File: src/ascc_defs.vh
// constants of the asynchronous serial controller core
// included by the core only, not by its buffer; definitions only
`ifndef ASCC_DEFS_VH
`define ASCC_DEFS_VH
// register offsets on the three-bit host address
`define ASCC_OFS_DATA 3'h0
`define ASCC_OFS_IEN 3'h1
`define ASCC_OFS_IID 3'h2
`define ASCC_OFS_LFC 3'h3
`define ASCC_OFS_MLC 3'h4
`define ASCC_OFS_LST 3'h5
`define ASCC_OFS_MST 3'h6
// line format control fields
`define ASCC_LFC_LEN 1:0
`define ASCC_LFC_STOP 2
`define ASCC_LFC_PAR 3
`define ASCC_LFC_EVEN 4
`define ASCC_LFC_STICK 5
`define ASCC_LFC_BREAK 6
`define ASCC_LFC_DAB 7
// modem line control fields
`define ASCC_MLC_LOOP 4
// interrupt enable fields
`define ASCC_IEN_RDA 0
`define ASCC_IEN_THE 1
`define ASCC_IEN_RLS 2
`define ASCC_IEN_MST 3
// identification codes on bits 3:0
`define ASCC_IID_NONE 4'h1
`define ASCC_IID_RLS 4'h6
`define ASCC_IID_RDA 4'h4
`define ASCC_IID_THE 4'h2
`define ASCC_IID_MST 4'h0
// reset values
`define ASCC_RST_REG 8'h00
`define ASCC_RST_DIV 16'h0001
// 16x timing: ticks per bit, half bit, one and a half bits
`define ASCC_TICKS_BIT 5'h10
`define ASCC_TICKS_HALF 5'h08
`define ASCC_TICKS_3HALF 6'h18
`define ASCC_TICKS_2BIT 6'h20
`define ASCC_LEN_BASE 3'h4
`endif

File: src/ascc_fifo.v
// small first-in first-out buffer with registered read data
// single clock, synchronous reset; both sides use valid and ready
`timescale 1ns/1ps
`default_nettype none
module ascc_fifo #(
  parameter WIDTH = 11,
  parameter DEPTH = 4,
  parameter AW = 2
) (
  // clock and reset
  input wire sys_clk,
  input wire reset,
  // filling side
  input wire in_valid,
  input wire [WIDTH-1:0] in_data,
  output wire in_ready,
  // draining side
  output reg out_valid_q,
  output reg [WIDTH-1:0] out_data_q,
  input wire out_ready
);
  reg [WIDTH-1:0] mem_q [0:DEPTH-1];
  reg [AW-1:0] wr_q;
  reg [AW-1:0] rd_q;
  reg [AW:0] cnt_q;
  wire push = in_valid & in_ready;
  wire pop = out_valid_q & out_ready;
  wire [AW-1:0] rd_d = pop ? rd_q + 1'b1 : rd_q;
  wire [AW:0] cnt_d = cnt_q + {{AW{1'b0}}, push} - {{AW{1'b0}}, pop};
  assign in_ready = (cnt_q < DEPTH);
  // storage and pointers; head word is bypassed when written into an empty buffer
  always @(posedge sys_clk) begin
    if (push) begin
      mem_q[wr_q] <= in_data;
    end
    if (reset) begin
      wr_q <= {AW{1'b0}};
      rd_q <= {AW{1'b0}};
      cnt_q <= {(AW+1){1'b0}};
      out_valid_q <= 1'b0;
      out_data_q <= {WIDTH{1'b0}};
    end else begin
      wr_q <= push ? wr_q + 1'b1 : wr_q;
      rd_q <= rd_d;
      cnt_q <= cnt_d;
      out_valid_q <= (cnt_d != {(AW+1){1'b0}});
      out_data_q <= (push && wr_q == rd_d) ? in_data : mem_q[rd_d];
    end
  end
endmodule // ascc_fifo
`default_nettype wire

File: src/ascc_core.v
// asynchronous serial controller core: registers, receiver, transmitter,
// prioritized interrupts, modem control and local loopback
// assumes a synchronous host strobe bus on sys_clk; serial and modem pins are asynchronous
`timescale 1ns/1ps
`default_nettype none
`include "ascc_defs.vh"
// How it works
// - characters go out and come in least significant bit first
// - receiver samples at 16x bit rate, stores bits by index, loads receive buffer
// - receive buffer load raises enabled data interrupt; buffer read clears it
// - holding word moves to idle shift register, then is serialized out
// - empty holding register raises enabled interrupt; writing it clears
// - identification read clears holding-empty interrupt only when it is reported
// - enable bits 0-3 gate four interrupt sources; bits 4-7 read zero
// - priority: line status, received data, holding empty, modem status
// - identification bit 0 low when pending; interrupt output follows pending
// - bits 2:1 code the top source; bits 3-7 read zero
// - overrun, parity, framing or break raise line status; status read clears
// - modem line changes raise modem interrupt, ring only when it ends; modem status read clears
// - format bits 1:0 select five to eight data bits
// - stop bit: one, or 1.5 for five bits, else two; receiver checks one
// - parity enable inserts parity before stop and enables checking
// - bit 4 selects even parity, clear selects odd
// - stick parity sends and checks fixed zero or one
// - break bit forces serial output low outside loopback, transmitter keeps running
// - divisor access bit steers offsets 0 and 1 to divisor latches
// - modem control bits 0-3 drive four pins inverted
// - loopback holds output high, ignores input, loops shifter to receiver
// - loopback ignores modem pins, loops controls, outputs held high
// - in loopback interrupts still work, modem events come from controls
// - offset 0 reads buffer, writes holding; offset 1 is interrupt enable
// - reset clears enable, format and modem control; identification reads 01
// - in loopback modem state bits follow the control bits
module ascc_core #(
  parameter FIFO_DEPTH = 4,
  parameter FIFO_AW = 2
) (
  // clock and reset
  input wire sys_clk,
  input wire reset,
  // host register bus
  input wire bus_cs,
  input wire bus_rd,
  input wire bus_wr,
  input wire [2:0] bus_addr,
  input wire [7:0] bus_wdata,
  output reg [7:0] bus_rdata_q,
  // serial line
  input wire serial_input_pin,
  output reg serial_output_pin_q,
  // modem inputs, active low
  input wire cts_n,
  input wire dsr_n,
  input wire ri_n,
  input wire dcd_n,
  // modem outputs, active low
  output reg dtr_n_q,
  output reg rts_n_q,
  output reg out1_n_q,
  output reg out2_n_q,
  // interrupt request, active high
  output reg interrupt_output_q
);
  localparam RX_IDLE = 3'h0, RX_START = 3'h1, RX_DATA = 3'h2, RX_PAR = 3'h3, RX_STOP = 3'h4, RX_WAIT = 3'h5;
  localparam TX_IDLE = 3'h0, TX_START = 3'h1, TX_DATA = 3'h2, TX_PAR = 3'h3, TX_STOP = 3'h4;
  reg [7:0] interrupt_enable_q, line_format_control_q, modem_line_control_q;
  reg [15:0] divisor_q, baud_cnt_q;
  reg baud_tick_q;
  reg [7:0] receive_buffer_q, transmit_holding_q;
  reg holding_full_q, holding_int_q;
  reg data_ready_q, overrun_q, parity_err_q, framing_err_q, break_q;
  reg [3:0] modem_delta_q, modem_prev_q;
  reg [4:0] sync1_q, sync2_q, sync3_q, pin_q;
  // receiver state
  reg [2:0] rx_state_q;
  reg [4:0] rx_tick_q;
  reg [2:0] rx_idx_q;
  reg [7:0] rx_data_q;
  reg rx_par_q, rx_push_q, rx_stop_ok_q, rx_par_ok_q;
  // transmitter state
  reg [2:0] tx_state_q;
  reg [5:0] tx_tick_q;
  reg [2:0] tx_idx_q;
  reg [7:0] tx_data_q;
  reg tx_line_q;
  // decoded host accesses
  wire dab = line_format_control_q[`ASCC_LFC_DAB];
  wire loop = modem_line_control_q[`ASCC_MLC_LOOP];
  wire wr = bus_cs & bus_wr;
  wire rd = bus_cs & bus_rd;
  wire wr_holding = wr & ~dab & (bus_addr == `ASCC_OFS_DATA);
  wire rd_buffer = rd & ~dab & (bus_addr == `ASCC_OFS_DATA);
  wire wr_enable = wr & ~dab & (bus_addr == `ASCC_OFS_IEN);
  wire wr_div_lo = wr & dab & (bus_addr == `ASCC_OFS_DATA);
  wire wr_div_hi = wr & dab & (bus_addr == `ASCC_OFS_IEN);
  wire rd_ident = rd & (bus_addr == `ASCC_OFS_IID);
  wire rd_lstat = rd & (bus_addr == `ASCC_OFS_LST);
  wire rd_mstat = rd & (bus_addr == `ASCC_OFS_MST);
  // format decode
  wire [2:0] last_idx = `ASCC_LEN_BASE + {1'b0, line_format_control_q[`ASCC_LFC_LEN]};
  wire par_on = line_format_control_q[`ASCC_LFC_PAR];
  wire par_even = line_format_control_q[`ASCC_LFC_EVEN];
  wire par_stick = line_format_control_q[`ASCC_LFC_STICK];
  wire [7:0] len_mask = 8'hff >> (3'h7 - last_idx);

  // pin synchronisers: three flops, a change counts when the last two agree
  genvar gi;
  wire [4:0] pin_raw = {dcd_n, ri_n, dsr_n, cts_n, serial_input_pin};
  generate
    for (gi = 0; gi < 5; gi = gi + 1) begin : g_sync
      always @(posedge sys_clk) begin
        if (reset) begin
          sync1_q[gi] <= 1'b1;
          sync2_q[gi] <= 1'b1;
          sync3_q[gi] <= 1'b1;
          pin_q[gi] <= 1'b1;
        end else begin
          sync1_q[gi] <= pin_raw[gi];
          sync2_q[gi] <= sync1_q[gi];
          sync3_q[gi] <= sync2_q[gi];
          if (sync2_q[gi] == sync3_q[gi]) begin
            pin_q[gi] <= sync3_q[gi];
          end
        end
      end
    end
  endgenerate

  // modem state {dcd, ri, dsr, cts} active high, from pins or looped controls
  wire [3:0] modem_state = loop ? {modem_line_control_q[3], modem_line_control_q[2], modem_line_control_q[0],
                                   modem_line_control_q[1]} : ~pin_q[4:1];
  wire rx_line = loop ? tx_line_q : pin_q[0];

  // 16x baud generator; a divisor write reloads the counter
  always @(posedge sys_clk) begin
    if (reset) begin
      divisor_q <= `ASCC_RST_DIV;
      baud_cnt_q <= `ASCC_RST_DIV;
      baud_tick_q <= 1'b0;
    end else begin
      if (wr_div_lo) begin
        divisor_q[7:0] <= bus_wdata;
      end
      if (wr_div_hi) begin
        divisor_q[15:8] <= bus_wdata;
      end
      baud_tick_q <= 1'b0;
      if (wr_div_lo | wr_div_hi) begin
        baud_cnt_q <= divisor_q;
      end else if (baud_cnt_q <= 16'h0001) begin
        baud_cnt_q <= divisor_q;
        baud_tick_q <= 1'b1;
      end else begin
        baud_cnt_q <= baud_cnt_q - 16'h0001;
      end
    end
  end

  // expected parity for both directions
  wire exp_rx_par = par_stick ? ~par_even : (par_even ? ^rx_data_q : ~^rx_data_q);
  wire [7:0] tx_bits = tx_data_q & len_mask;
  wire exp_tx_par = par_stick ? ~par_even : (par_even ? ^tx_bits : ~^tx_bits);

  // receiver: mid-bit sampling at 16x, data bits stored by index
  always @(posedge sys_clk) begin
    if (reset) begin
      rx_state_q <= RX_IDLE;
      rx_tick_q <= 5'h00;
      rx_idx_q <= 3'h0;
      rx_data_q <= 8'h00;
      rx_par_q <= 1'b0;
      rx_push_q <= 1'b0;
      rx_stop_ok_q <= 1'b1;
      rx_par_ok_q <= 1'b1;
    end else begin
      rx_push_q <= 1'b0;
      if (baud_tick_q) begin
        rx_tick_q <= rx_tick_q + 5'h01;
        case (rx_state_q)
          RX_IDLE: begin
            rx_tick_q <= 5'h00;
            if (!rx_line) begin
              rx_state_q <= RX_START;
            end
          end
          RX_START: begin
            if (rx_tick_q == `ASCC_TICKS_HALF - 5'h01) begin
              rx_tick_q <= 5'h00;
              rx_idx_q <= 3'h0;
              rx_data_q <= 8'h00;
              rx_state_q <= rx_line ? RX_IDLE : RX_DATA;
            end
          end
          RX_DATA: begin
            if (rx_tick_q == `ASCC_TICKS_BIT - 5'h01) begin
              rx_tick_q <= 5'h00;
              rx_data_q[rx_idx_q] <= rx_line;
              rx_idx_q <= rx_idx_q + 3'h1;
              if (rx_idx_q == last_idx) begin
                rx_state_q <= par_on ? RX_PAR : RX_STOP;
              end
            end
          end
          RX_PAR: begin
            if (rx_tick_q == `ASCC_TICKS_BIT - 5'h01) begin
              rx_tick_q <= 5'h00;
              rx_par_q <= rx_line;
              rx_state_q <= RX_STOP;
            end
          end
          RX_STOP: begin
            if (rx_tick_q == `ASCC_TICKS_BIT - 5'h01) begin
              rx_tick_q <= 5'h00;
              rx_stop_ok_q <= rx_line;
              rx_par_ok_q <= ~par_on | (rx_par_q == exp_rx_par);
              rx_push_q <= 1'b1;
              rx_state_q <= rx_line ? RX_IDLE : RX_WAIT;
            end
          end
          RX_WAIT: begin
            if (rx_line) begin
              rx_state_q <= RX_IDLE;
            end
          end
          default: begin
            rx_state_q <= RX_IDLE;
          end
        endcase
      end
    end
  end

  // receive buffer queue: {break, framing, parity, data}
  wire rx_is_break = ~rx_stop_ok_q & (rx_data_q == 8'h00) & (~par_on | ~rx_par_q);
  wire fifo_in_ready;
  wire fifo_out_valid;
  wire [10:0] fifo_out_data;
  ascc_fifo #(.WIDTH(11), .DEPTH(FIFO_DEPTH), .AW(FIFO_AW)) u_rx_fifo (
    .sys_clk(sys_clk),
    .reset(reset),
    .in_valid(rx_push_q),
    .in_data({rx_is_break, ~rx_stop_ok_q, ~rx_par_ok_q, rx_data_q}),
    .in_ready(fifo_in_ready),
    .out_valid_q(fifo_out_valid),
    .out_data_q(fifo_out_data),
    .out_ready(~data_ready_q)
  );
  wire buf_load = fifo_out_valid & ~data_ready_q;

  // receive buffer and line status flags; a setting event wins over a read
  always @(posedge sys_clk) begin
    if (reset) begin
      receive_buffer_q <= 8'h00;
      data_ready_q <= 1'b0;
      overrun_q <= 1'b0;
      parity_err_q <= 1'b0;
      framing_err_q <= 1'b0;
      break_q <= 1'b0;
    end else begin
      if (buf_load) begin
        receive_buffer_q <= fifo_out_data[7:0];
      end
      data_ready_q <= buf_load | (data_ready_q & ~rd_buffer);
      overrun_q <= (rx_push_q & ~fifo_in_ready) | (overrun_q & ~rd_lstat);
      parity_err_q <= (buf_load & fifo_out_data[8]) | (parity_err_q & ~rd_lstat);
      framing_err_q <= (buf_load & fifo_out_data[9]) | (framing_err_q & ~rd_lstat);
      break_q <= (buf_load & fifo_out_data[10]) | (break_q & ~rd_lstat);
    end
  end

  // transmitter: holding register feeds the shifter only when it is idle
  wire tx_load = holding_full_q & (tx_state_q == TX_IDLE);
  wire [5:0] stop_ticks = ~line_format_control_q[`ASCC_LFC_STOP] ? {1'b0, `ASCC_TICKS_BIT} :
                          (line_format_control_q[`ASCC_LFC_LEN] == 2'b00) ? `ASCC_TICKS_3HALF : `ASCC_TICKS_2BIT;
  always @(posedge sys_clk) begin
    if (reset) begin
      transmit_holding_q <= 8'h00;
      holding_full_q <= 1'b0;
      tx_state_q <= TX_IDLE;
      tx_tick_q <= 6'h00;
      tx_idx_q <= 3'h0;
      tx_data_q <= 8'h00;
      tx_line_q <= 1'b1;
    end else begin
      if (wr_holding) begin
        transmit_holding_q <= bus_wdata;
      end
      holding_full_q <= wr_holding | (holding_full_q & ~tx_load);
      if (tx_load) begin
        tx_data_q <= transmit_holding_q;
        tx_state_q <= TX_START;
        tx_tick_q <= 6'h00;
        tx_line_q <= 1'b0;
      end else if (baud_tick_q && tx_state_q != TX_IDLE) begin
        tx_tick_q <= tx_tick_q + 6'h01;
        case (tx_state_q)
          TX_START, TX_DATA, TX_PAR: begin
            if (tx_tick_q == {1'b0, `ASCC_TICKS_BIT} - 6'h01) begin
              tx_tick_q <= 6'h00;
              if (tx_state_q == TX_START) begin
                tx_idx_q <= 3'h0;
                tx_line_q <= tx_data_q[0];
                tx_state_q <= TX_DATA;
              end else if (tx_state_q == TX_DATA && tx_idx_q != last_idx) begin
                tx_idx_q <= tx_idx_q + 3'h1;
                tx_line_q <= tx_data_q[tx_idx_q + 3'h1];
              end else if (tx_state_q == TX_DATA && par_on) begin
                tx_line_q <= exp_tx_par;
                tx_state_q <= TX_PAR;
              end else begin
                tx_line_q <= 1'b1;
                tx_state_q <= TX_STOP;
              end
            end
          end
          TX_STOP: begin
            if (tx_tick_q == stop_ticks - 6'h01) begin
              tx_tick_q <= 6'h00;
              tx_state_q <= TX_IDLE;
            end
          end
          default: begin
            tx_state_q <= TX_IDLE;
            tx_line_q <= 1'b1;
          end
        endcase
      end
    end
  end

  // interrupt sources and identification
  wire pend_rls = interrupt_enable_q[`ASCC_IEN_RLS] & (overrun_q | parity_err_q | framing_err_q | break_q);
  wire pend_rda = interrupt_enable_q[`ASCC_IEN_RDA] & data_ready_q;
  wire pend_the = interrupt_enable_q[`ASCC_IEN_THE] & holding_int_q;
  wire pend_mst = interrupt_enable_q[`ASCC_IEN_MST] & (modem_delta_q != 4'h0);
  reg [3:0] ident_code;
  always @* begin
    ident_code = `ASCC_IID_NONE;
    if (pend_rls) begin
      ident_code = `ASCC_IID_RLS;
    end else if (pend_rda) begin
      ident_code = `ASCC_IID_RDA;
    end else if (pend_the) begin
      ident_code = `ASCC_IID_THE;
    end else if (pend_mst) begin
      ident_code = `ASCC_IID_MST;
    end
  end

  // holding-empty interrupt latch and modem change flags; events win over clears
  wire the_set = tx_load | (wr_enable & bus_wdata[`ASCC_IEN_THE] & ~interrupt_enable_q[`ASCC_IEN_THE] &
                            ~holding_full_q);
  wire the_clr = wr_holding | (rd_ident & (ident_code == `ASCC_IID_THE));
  wire [3:0] modem_chg = (modem_state ^ modem_prev_q) & {1'b1, ~modem_state[2], 2'b11};
  always @(posedge sys_clk) begin
    if (reset) begin
      holding_int_q <= 1'b0;
      modem_delta_q <= 4'h0;
      modem_prev_q <= 4'h0;
    end else begin
      holding_int_q <= the_set | (holding_int_q & ~the_clr);
      modem_prev_q <= modem_state;
      modem_delta_q <= modem_chg | (modem_delta_q & {4{~rd_mstat}});
    end
  end

  // control registers written by the host
  always @(posedge sys_clk) begin
    if (reset) begin
      interrupt_enable_q <= `ASCC_RST_REG;
      line_format_control_q <= `ASCC_RST_REG;
      modem_line_control_q <= `ASCC_RST_REG;
    end else begin
      if (wr_enable) begin
        interrupt_enable_q <= {4'h0, bus_wdata[3:0]};
      end
      if (wr && bus_addr == `ASCC_OFS_LFC) begin
        line_format_control_q <= bus_wdata;
      end
      if (wr && bus_addr == `ASCC_OFS_MLC) begin
        modem_line_control_q <= {3'h0, bus_wdata[4:0]};
      end
    end
  end

  // read data, registered on the read strobe
  always @(posedge sys_clk) begin
    if (reset) begin
      bus_rdata_q <= 8'h00;
    end else if (rd) begin
      case (bus_addr)
        `ASCC_OFS_DATA: bus_rdata_q <= dab ? divisor_q[7:0] : (receive_buffer_q & len_mask);
        `ASCC_OFS_IEN: bus_rdata_q <= dab ? divisor_q[15:8] : interrupt_enable_q;
        `ASCC_OFS_IID: bus_rdata_q <= {4'h0, ident_code};
        `ASCC_OFS_LFC: bus_rdata_q <= line_format_control_q;
        `ASCC_OFS_MLC: bus_rdata_q <= modem_line_control_q;
        `ASCC_OFS_LST: bus_rdata_q <= {1'b0, ~holding_full_q & (tx_state_q == TX_IDLE), ~holding_full_q, break_q,
                                       framing_err_q, parity_err_q, overrun_q, data_ready_q};
        `ASCC_OFS_MST: bus_rdata_q <= {modem_state, modem_delta_q};
        default: bus_rdata_q <= 8'h00;
      endcase
    end
  end

  // pins: break forces output low outside loopback; loopback holds output and modem pins high
  always @(posedge sys_clk) begin
    if (reset) begin
      serial_output_pin_q <= 1'b1;
      dtr_n_q <= 1'b1;
      rts_n_q <= 1'b1;
      out1_n_q <= 1'b1;
      out2_n_q <= 1'b1;
      interrupt_output_q <= 1'b0;
    end else begin
      serial_output_pin_q <= loop | (tx_line_q & ~line_format_control_q[`ASCC_LFC_BREAK]);
      dtr_n_q <= loop | ~modem_line_control_q[0];
      rts_n_q <= loop | ~modem_line_control_q[1];
      out1_n_q <= loop | ~modem_line_control_q[2];
      out2_n_q <= loop | ~modem_line_control_q[3];
      interrupt_output_q <= pend_rls | pend_rda | pend_the | pend_mst;
    end
  end
endmodule // ascc_core
`default_nettype wire

File: config.mk
export PLATFORM = sky130hd
export DESIGN_NAME = ascc_core
export DESIGN_NICKNAME = d
export VERILOG_FILES = /design/src/ascc_fifo.v /design/src/ascc_core.v
export VERILOG_INCLUDE_DIRS = /design/src
export SDC_FILE = /design/constraint.sdc
export NUM_CORES = 1
export LEC_CHECK = 0
export BUFFER_PORTS_ARGS = -buffer_cell sky130_fd_sc_hd__buf_2
export CORE_UTILIZATION = 53
export CTS_BUF_LIST = sky130_fd_sc_hd__clkbuf_8
export DETAILED_ROUTE_END_ITERATION = 8
export GPL_TIMING_DRIVEN = 0
export PLACE_DENSITY_LB_ADDON = 0.25
export SYNTH_ARGS = -nofsm -noshare
export SYNTH_HDL_FRONTEND = slang
export SYNTH_SLANG_ARGS = --single-unit
File: constraint.sdc
create_clock -name sys_clk -period 2.2 [get_ports sys_clk]
set_clock_uncertainty 0.05 [all_clocks]
set_input_delay 0.11 -clock sys_clk [delete_from_list [all_inputs] [get_ports sys_clk]]
set_output_delay 0.11 -clock sys_clk [all_outputs]
set_load 0.05 [all_outputs]
# Word-level counts from Yosys, hierarchy flattened
# Memory sizes are Yosys's and may differ from the RTL's. A register that Yosys moved wholly into a read port is not among the register bits.
# Cells that the tools add are included.
[word_totals]
register_bits = 167
ramBits = 44
in_bits = 21
mem_count = 1
[mem_list]
columns = ["name", "words", "word_bits", "read_ports", "rd_clocked_by_memory_dff", "write_ports", "line_no", "rtl"]
rows = [
  ["u_rx_fifo.mem_q", 4, 11, 1, 1, 1, "ascc_fifo.v:22", "reg [WIDTH-1:0] mem_q [0:DEPTH-1];"],
]
[classes]
n_addsub = 12
magnitude_cmp = 5
eq_ne = 42
shift = 1
mux = 67
bitwise_logic = 92
n_reduce_logical = 34
[op_table]
columns = ["cell", "count"]
rows = [
  ["two-way mux 3 bit", 20],
  ["case mux 8 bit (7 select lines)", 1],
  ["bitwise AND 1 bit", 39],
  ["two-way mux 16 bit", 2],
  ["two-way mux 8 bit", 4],
  ["two-way mux 6 bit", 4],
  ["inverter 1 bit", 23],
  ["OR 1 bit", 23],
  ["two-way mux 1 bit", 20],
  ["inequality test 2 bit (second input constant)", 10],
  ["== test 3 x 2 -> 1 bit (second input constant)", 6],
  ["== test 3 bit (second input constant)", 6],
  ["case mux 3 bit (6 select lines)", 1],
  ["bitwise AND 8 bit", 2],
  ["less-or-equal comparator 16 x 1 -> 1 bit (second input constant)", 1],
  ["case mux 8 bit (2 select lines)", 1],
  ["XNOR reduction 8 bit", 2],
  ["parity 8 bit", 2],
  ["subtractor 16 x 1 -> 16 bit (second input constant)", 1],
  ["case mux 5 bit (3 select lines)", 1],
  ["case mux 3 bit (2 select lines)", 2],
  ["case mux 6 bit (2 select lines)", 1],
  ["AND reduction 4 bit", 3],
  ["two-way mux 5 bit", 2],
  ["other kinds (46)", 76],
]

# Depth between registers and ports, before layout
[logic_depth]
depth_word = 14
ltp_mapped = 12
depth_no_buf = 10

# By module
# Synthesis repeated with hierarchy kept, for this count alone.
[hier_totals]
cells_unflattened = 1100
area_unflattened_um2 = 10451.3
[by_module_without_submodules]
columns = ["module", "instances", "cells_per_inst", "area_each_um2", "seq_area_each_um2"]
rows = [
  ["ascc_core", 1, 872, 7503.4, 3183.1],
  ["ascc_fifo", 1, 228, 2947.8, 1701.6],
]

# Worst setup path after synthesis
# Ideal clock, no wire load.
[synth_path]
path_type = "register to register"
startpoint = "register data_ready_q"
endpoint = "register u_rx_fifo.out_valid_q"
setup_time_ns = 0.133
arrival_ns = 2.226
required_ns = 2.017
path_slack_ns = -0.208
path_stages_with_launch = 13
path_buffers = 2
period_less_slack_ns = 2.408
cell_sequence = "dfxtp_1 > nand2b_1 > buf_4 > inv_2 > clkbuf_1 > ha_1 > inv_1 > ha_1 > inv_1 > fa_1 > xor2_1 > xnor2_1 > a31oi_1"
[synth_between]
elab_chain_cells = 4
[synth_rtl]
columns = ["element", "line_no", "rtl"]
rows = [
  ["start: declaration", "ascc_core.v:71", "reg data_ready_q, overrun_q, parity_err_q, framing_err_q, break_q;"],
  ["start signal: assignment", "ascc_core.v:263", "data_ready_q <= buf_load | (data_ready_q & ~rd_buffer);"],
  ["inverter 1 bit", "n/a", ""],
  ["bitwise AND 1 bit", "n/a", ""],
  ["net buf_load", "ascc_core.v:248", "wire buf_load = fifo_out_valid & ~data_ready_q;"],
  ["subtractor 3 x 1 -> 3 bit", "ascc_fifo.v:29", "wire [AW:0] cnt_d = cnt_q + {{AW{1'b0}}, push} - {{AW{1'b0}}, pop};"],
  ["nonzero test 3 bit", "ascc_fifo.v:46", "out_valid_q <= (cnt_d != {(AW+1){1'b0}});"],
  ["end signal: assignment", "ascc_fifo.v:46", ""],
  ["end: declaration", "ascc_fifo.v:18", "output reg out_valid_q,"],
]
# The timed path passes the listed nets, and every way through them passes these cells.
# A chain may end at the register's enable or synchronous reset.

# Final worst setup path
[layout_path]
startpoint = "register tx_tick_q[0]"
endpoint = "register tx_state_q[2]"
[layout_between]
elab_chain_cells = 3
word_cells_on_any_way = 5
classes_between = "eq/ne: 4; reduce/logical: 1"
[layout_rtl]
columns = ["element", "line_no", "rtl"]
rows = [
  ["start: declaration", "ascc_core.v:82", "reg [5:0] tx_tick_q;"],
  ["start signal: assignment", "ascc_core.v:295", "tx_tick_q <= tx_tick_q + 6'h01;"],
  ["== test 6 bit or == test 6 x 4 -> 1 bit (tied branches)", "ascc_core.v:317, ascc_core.v:298", ""],
  ["inequality test 2 bit (no source line)", "n/a", ""],
  ["AND reduction 4 bit (no source line) (*)", "n/a", ""],
  ["end signal: assignment", "ascc_core.v:312", "tx_state_q <= TX_STOP;"],
  ["end signal: assignment", "ascc_core.v:319", "tx_state_q <= TX_IDLE;"],
  ["end signal: assignment", "ascc_core.v:323", "tx_state_q <= TX_IDLE;"],
  ["end: declaration", "ascc_core.v:81", "reg [2:0] tx_state_q;"],
]
# Mark *: on every way between the ends. The rest lies on a longest branch, timed or not.

==> results.txt <==
- # H-tree levels: 2
* Height of the chip: 138.5 um
- The final reports fail on DRC.
* Via-per-instance ratio: 5.765
- Post-Synthesis Mean Instance Area: 9.512 sq um
- Commonest register cell after synthesis: sky130_fd_sc_hd__dfxtp_1
- DRT antenna net count: 0
- Starting density of the core: 0.5459
* Class of the worst hold path: in -> reg
- Instance count of the mapped netlist: 1038
- Boundary Pins: 35
- Worst vdd rail ir drop: 0.5104 mV
- Of all flip-flops after synthesis, the portion carrying an async set or reset was 0.
* Relative slew margins: 0.3150
- Data on the critical path arrives at its endpoint at 2.51 ns.
- FF-to-FF setup slack: 0.09 ns
* Mapped Nets: 1078
- The most critical setup path has its endpoint at tx_state_q[2].
- From synthesis to final layout, the design area changed by 16.70%.
- Of all cell types, the one taking the most synthesized area is sky130_fd_sc_hd__dfxtp_1.
- After clock tree synthesis, the clock-pin slew on the worst setup and hold paths is 0.07 ns.
* Total negative setup slack: 0 ns
- Setup violations remaining at the end of the flow were counted as 0.
* Number of cell instances on the worst register-to-register path: 7
- Maximum clock insertion buffer count: 3
- Fmax: 473.6 MHz
- Number of distinct library cells after synthesis: 63
- Full die area: 0.01918 sq mm
- The via count of the first global-routing pass is 7504.
* Seq cells post-synth: 222
- Entering global routing, the biggest net connects 14 pins.
- DRC violations left: 4
* Count of placed standard cells in the final layout, fillers left out: 1382
- Cell Count Post-Placement: 1302
* Startpoint type of the worst setup path: flip-flop
- Startpoint of the worst-slack reg-to-reg timing path: tx_tick_q[0]
- List of cells traversed by the critical path: ha_2, nand3_2, o41ai_2, a221o_2, nand3_4, or4b_1, a211oi_2
- Final hold violation count: 0
* Share of final-layout standard cells stronger than drive strength 1: 0.1631
* Number of buffer and inverter instances along the worst setup path: 0
- The routed layout has 7967 vias.
* Required time at the worst-slack endpoint: 2.60 ns
- Across all hold checks on the routed design, the worst slack comes to 0.08130 ns.
* Ratio of final minimum period to clock period: 0.9598
- The critical path is of the reg -> reg type.
- Fin nets: 1170
- The worst hold path begins at bus_wr.
* Final max-slew violation count: 0
- Portion of the post-synthesis area used by sequential elements: 0.4947
- Unrepaired setup endpoints after global routing: yes
- The repair_antennas step left the layout with diodes totalling 0.
- Summed over all cells, the static leakage comes to 4.306 nW.
- Synth warnings: 0
* DRT iter0 DRCs: 760
- Number of antenna violations at the first check in global routing: 0
- Site Rows: 49
* Num CTS Buffers: 37
- Summed over all nets, the half-perimeter wirelength after detailed placement is 17780 um.
- The first TritonRoute pass finished after 7 iterations.
- Of the total power, the clock network draws 0.357.
- Die boundary width: 138.5 um
- Final weighted congestion of routability-driven global placement: 0.9603
* TritonCTS sink count: 222
- Total core area: 0.01809 sq mm
- Result of the run: complete, but fails checks
- In this design, the stage delay of the slowest critical-path cell is 0.53 ns.
* First element of the critical path: tx_tick_q[0]
* Share of Yosys cell area claimed by the top area cell type: 0.3609
- Share of power burned in registers: 0.422
- For the finished layout, the period the worst path requires is 2.112 ns.
- STA classifies the critical path endpoint as a flip-flop.
- During placement, the flow inserted port buffers numbering 34.
- First-pass GRT wire length: 40870 um
- The cell family contributing the most delay on the critical path is simple AND/OR/NAND/NOR gates.
* Insertion delay of the later-clocked pin in the worst-skew pair: 0.54 ns
- The internal power of the cells totals 0.008017 W.
* Comb pwr share: 0.221
- Among all stages on the critical path, the largest delay is contributed by sky130_fd_sc_hd__or4b_1.
* Largest fanout of any net on the critical path: 5
- Average wire per standard cell: 18.77 um
- GR Overflow Total: 0
- Global-route usage over all layers: 0.2752
* Worst Max-Slew Pin Slew: 1.020 ns
- CP Depth: 7
- Switching fraction of total power: 0.2892
- TritonCTS built the clock tree.
- Post-synthesis cell area: 0.009873 sq mm
- The synthesized design contains 44 enable-type register cells.
* NetSw: 0.003261 W
* Wire length after detailed routing: 25940 um
* Reg-to-reg critical path endpoint: tx_state_q[2]
- Sorting the synthesized cells by area gives the leading types as sky130_fd_sc_hd__dfxtp_1 (36%), sky130_fd_sc_hd__edfxtp_1 (13%), sky130_fd_sc_hd__mux2i_1 (6.0%), sky130_fd_sc_hd__a21oi_1 (4.8%), sky130_fd_sc_hd__nand2_1 (4.7%).
- Most frequently used cell type in the post-synthesis netlist: sky130_fd_sc_hd__dfxtp_1
* Cell at the root of the clock tree: sky130_fd_sc_hd__clkbuf_8
- Total of max-cap violations: 0
* Pwr dens: 978.8 mW/mm^2
* Top cells by count, synth: sky130_fd_sc_hd__dfxtp_1 (178), sky130_fd_sc_hd__nand2_1 (124), sky130_fd_sc_hd__nor2_1 (118)
## tightest hold or removal path: cells and delay by family
kind | cells | cell delay (ns)
AO/OA/AOI/OAI | 1 | 0.05
buffers and inverters | 1 | 0.12
AND/OR/NAND/NOR | 3 | 0.33
## repair_timing
action | 4_1_cts | 5_1_grt
endpoints found under the hold margin | 48 | 0
pin swaps | 4 | 8
hold buffers | 14 | 0
endpoints found under the setup margin | 26 | 46
resized for setup | 15 | 39
buffers inserted | 3 | 4
## worst min path at each step
| stage | endpoint | slack [ns] | depth (start not counted) |
|---|---|---|---|
| detailed placement | sync1_q[0] | 0.24 | 2 |
| floorplan | sync1_q[0] | 0.16 | 1 |
| global route | divisor_q[3] | 0.09 | 5 |
| global placement | sync1_q[2] | 0.24 | 2 |
| CTS | baud_tick_q | 0.03 | 3 |
| finish | divisor_q[6] | 0.08 | 5 |
## final cells by class
type                       instances  area [sq um]
fill                            1495          6564
sequential                       222          4895
multi-input combinational        723          4771
clock buffer                      44         605.6
timing repair buffer              56         367.9
tap                              229         286.5
buffer                            58         259.0
clock inverter                    18         205.2
inverter                          32         132.6
## per-stage QoR
step	utilization	instance area (sq um)	setup slack (ns)	total power [W]
after floorplan	-	9901	0.01306	0.006524
after global placement	0.5727	10360	-0.3329	0.007031
after detailed placement	0.5730	10360	-0.2290	0.007063
after CTS	0.6288	11370	0.004603	0.01111
after global routing	0.6371	11520	-0.02913	0.01181
final	0.6371	11520	0.08845	0.01128
## routing by layer
layer / vias up / wire length [um] / global-route usage
met5: - / 0 / 0
met4: 0 / 690 / 0.09107
met3: 54 / 1627 / 0.04468
met2: 302 / 11670 / 0.4307
met1: 3789 / 11950 / 0.3886
li1: 3822 / - / -
## sequential cells by signal (all words and copies together), names as in the netlist, 5 cells and up
register,cells
rx_tick_q,5
pin_q,5
tx_data_q,8
receive_buffer_q,8
tx_tick_q,6
divisor_q,16
baud_cnt_q,16
u_rx_fifo.out_data_q,11
sync3_q,5
transmit_holding_q,8
modem_line_control_q,5
sync1_q,5
u_rx_fifo.mem_q,44
rx_data_q,8
sync2_q,5
line_format_control_q,8
bus_rdata_q,8
## placed cells by master, fill, tap and decap left out, types with 38 or more instances in the layout
master	count
sky130_fd_sc_hd__dfxtp_1	172
sky130_fd_sc_hd__nand2_1	123
sky130_fd_sc_hd__nor2_1	117
sky130_fd_sc_hd__a21oi_1	93
sky130_fd_sc_hd__mux2i_1	59
sky130_fd_sc_hd__clkbuf_8	44
sky130_fd_sc_hd__edfxtp_1	44
sky130_fd_sc_hd__buf_2	41
sky130_fd_sc_hd__inv_1	39
sky130_fd_sc_hd__clkbuf_1	38
## power groups by stage
stage | Combinational [W] | Clock (W) | Sequential (W)
6_report | 0.00250 | 0.00403 | 0.00476
4_1_cts | 0.00229 | 0.00407 | 0.00474
5_1_grt | 0.00276 | 0.00425 | 0.00480
3_3_place_gp | 0.00221 | 0 | 0.00482
2_1_floorplan | 0.00175 | 0 | 0.00477
3_5_place_dp | 0.00223 | 0 | 0.00483
## kinds of logic after synthesis
family | synth area share
flops | 0.4947
buf+inv | 0.03789
fa+ha+maj | 0.02484
compound gates | 0.1180
mux | 0.09517
xor+xnor | 0.04157
simple gates | 0.1878
(Power assumes the default switching activity.)
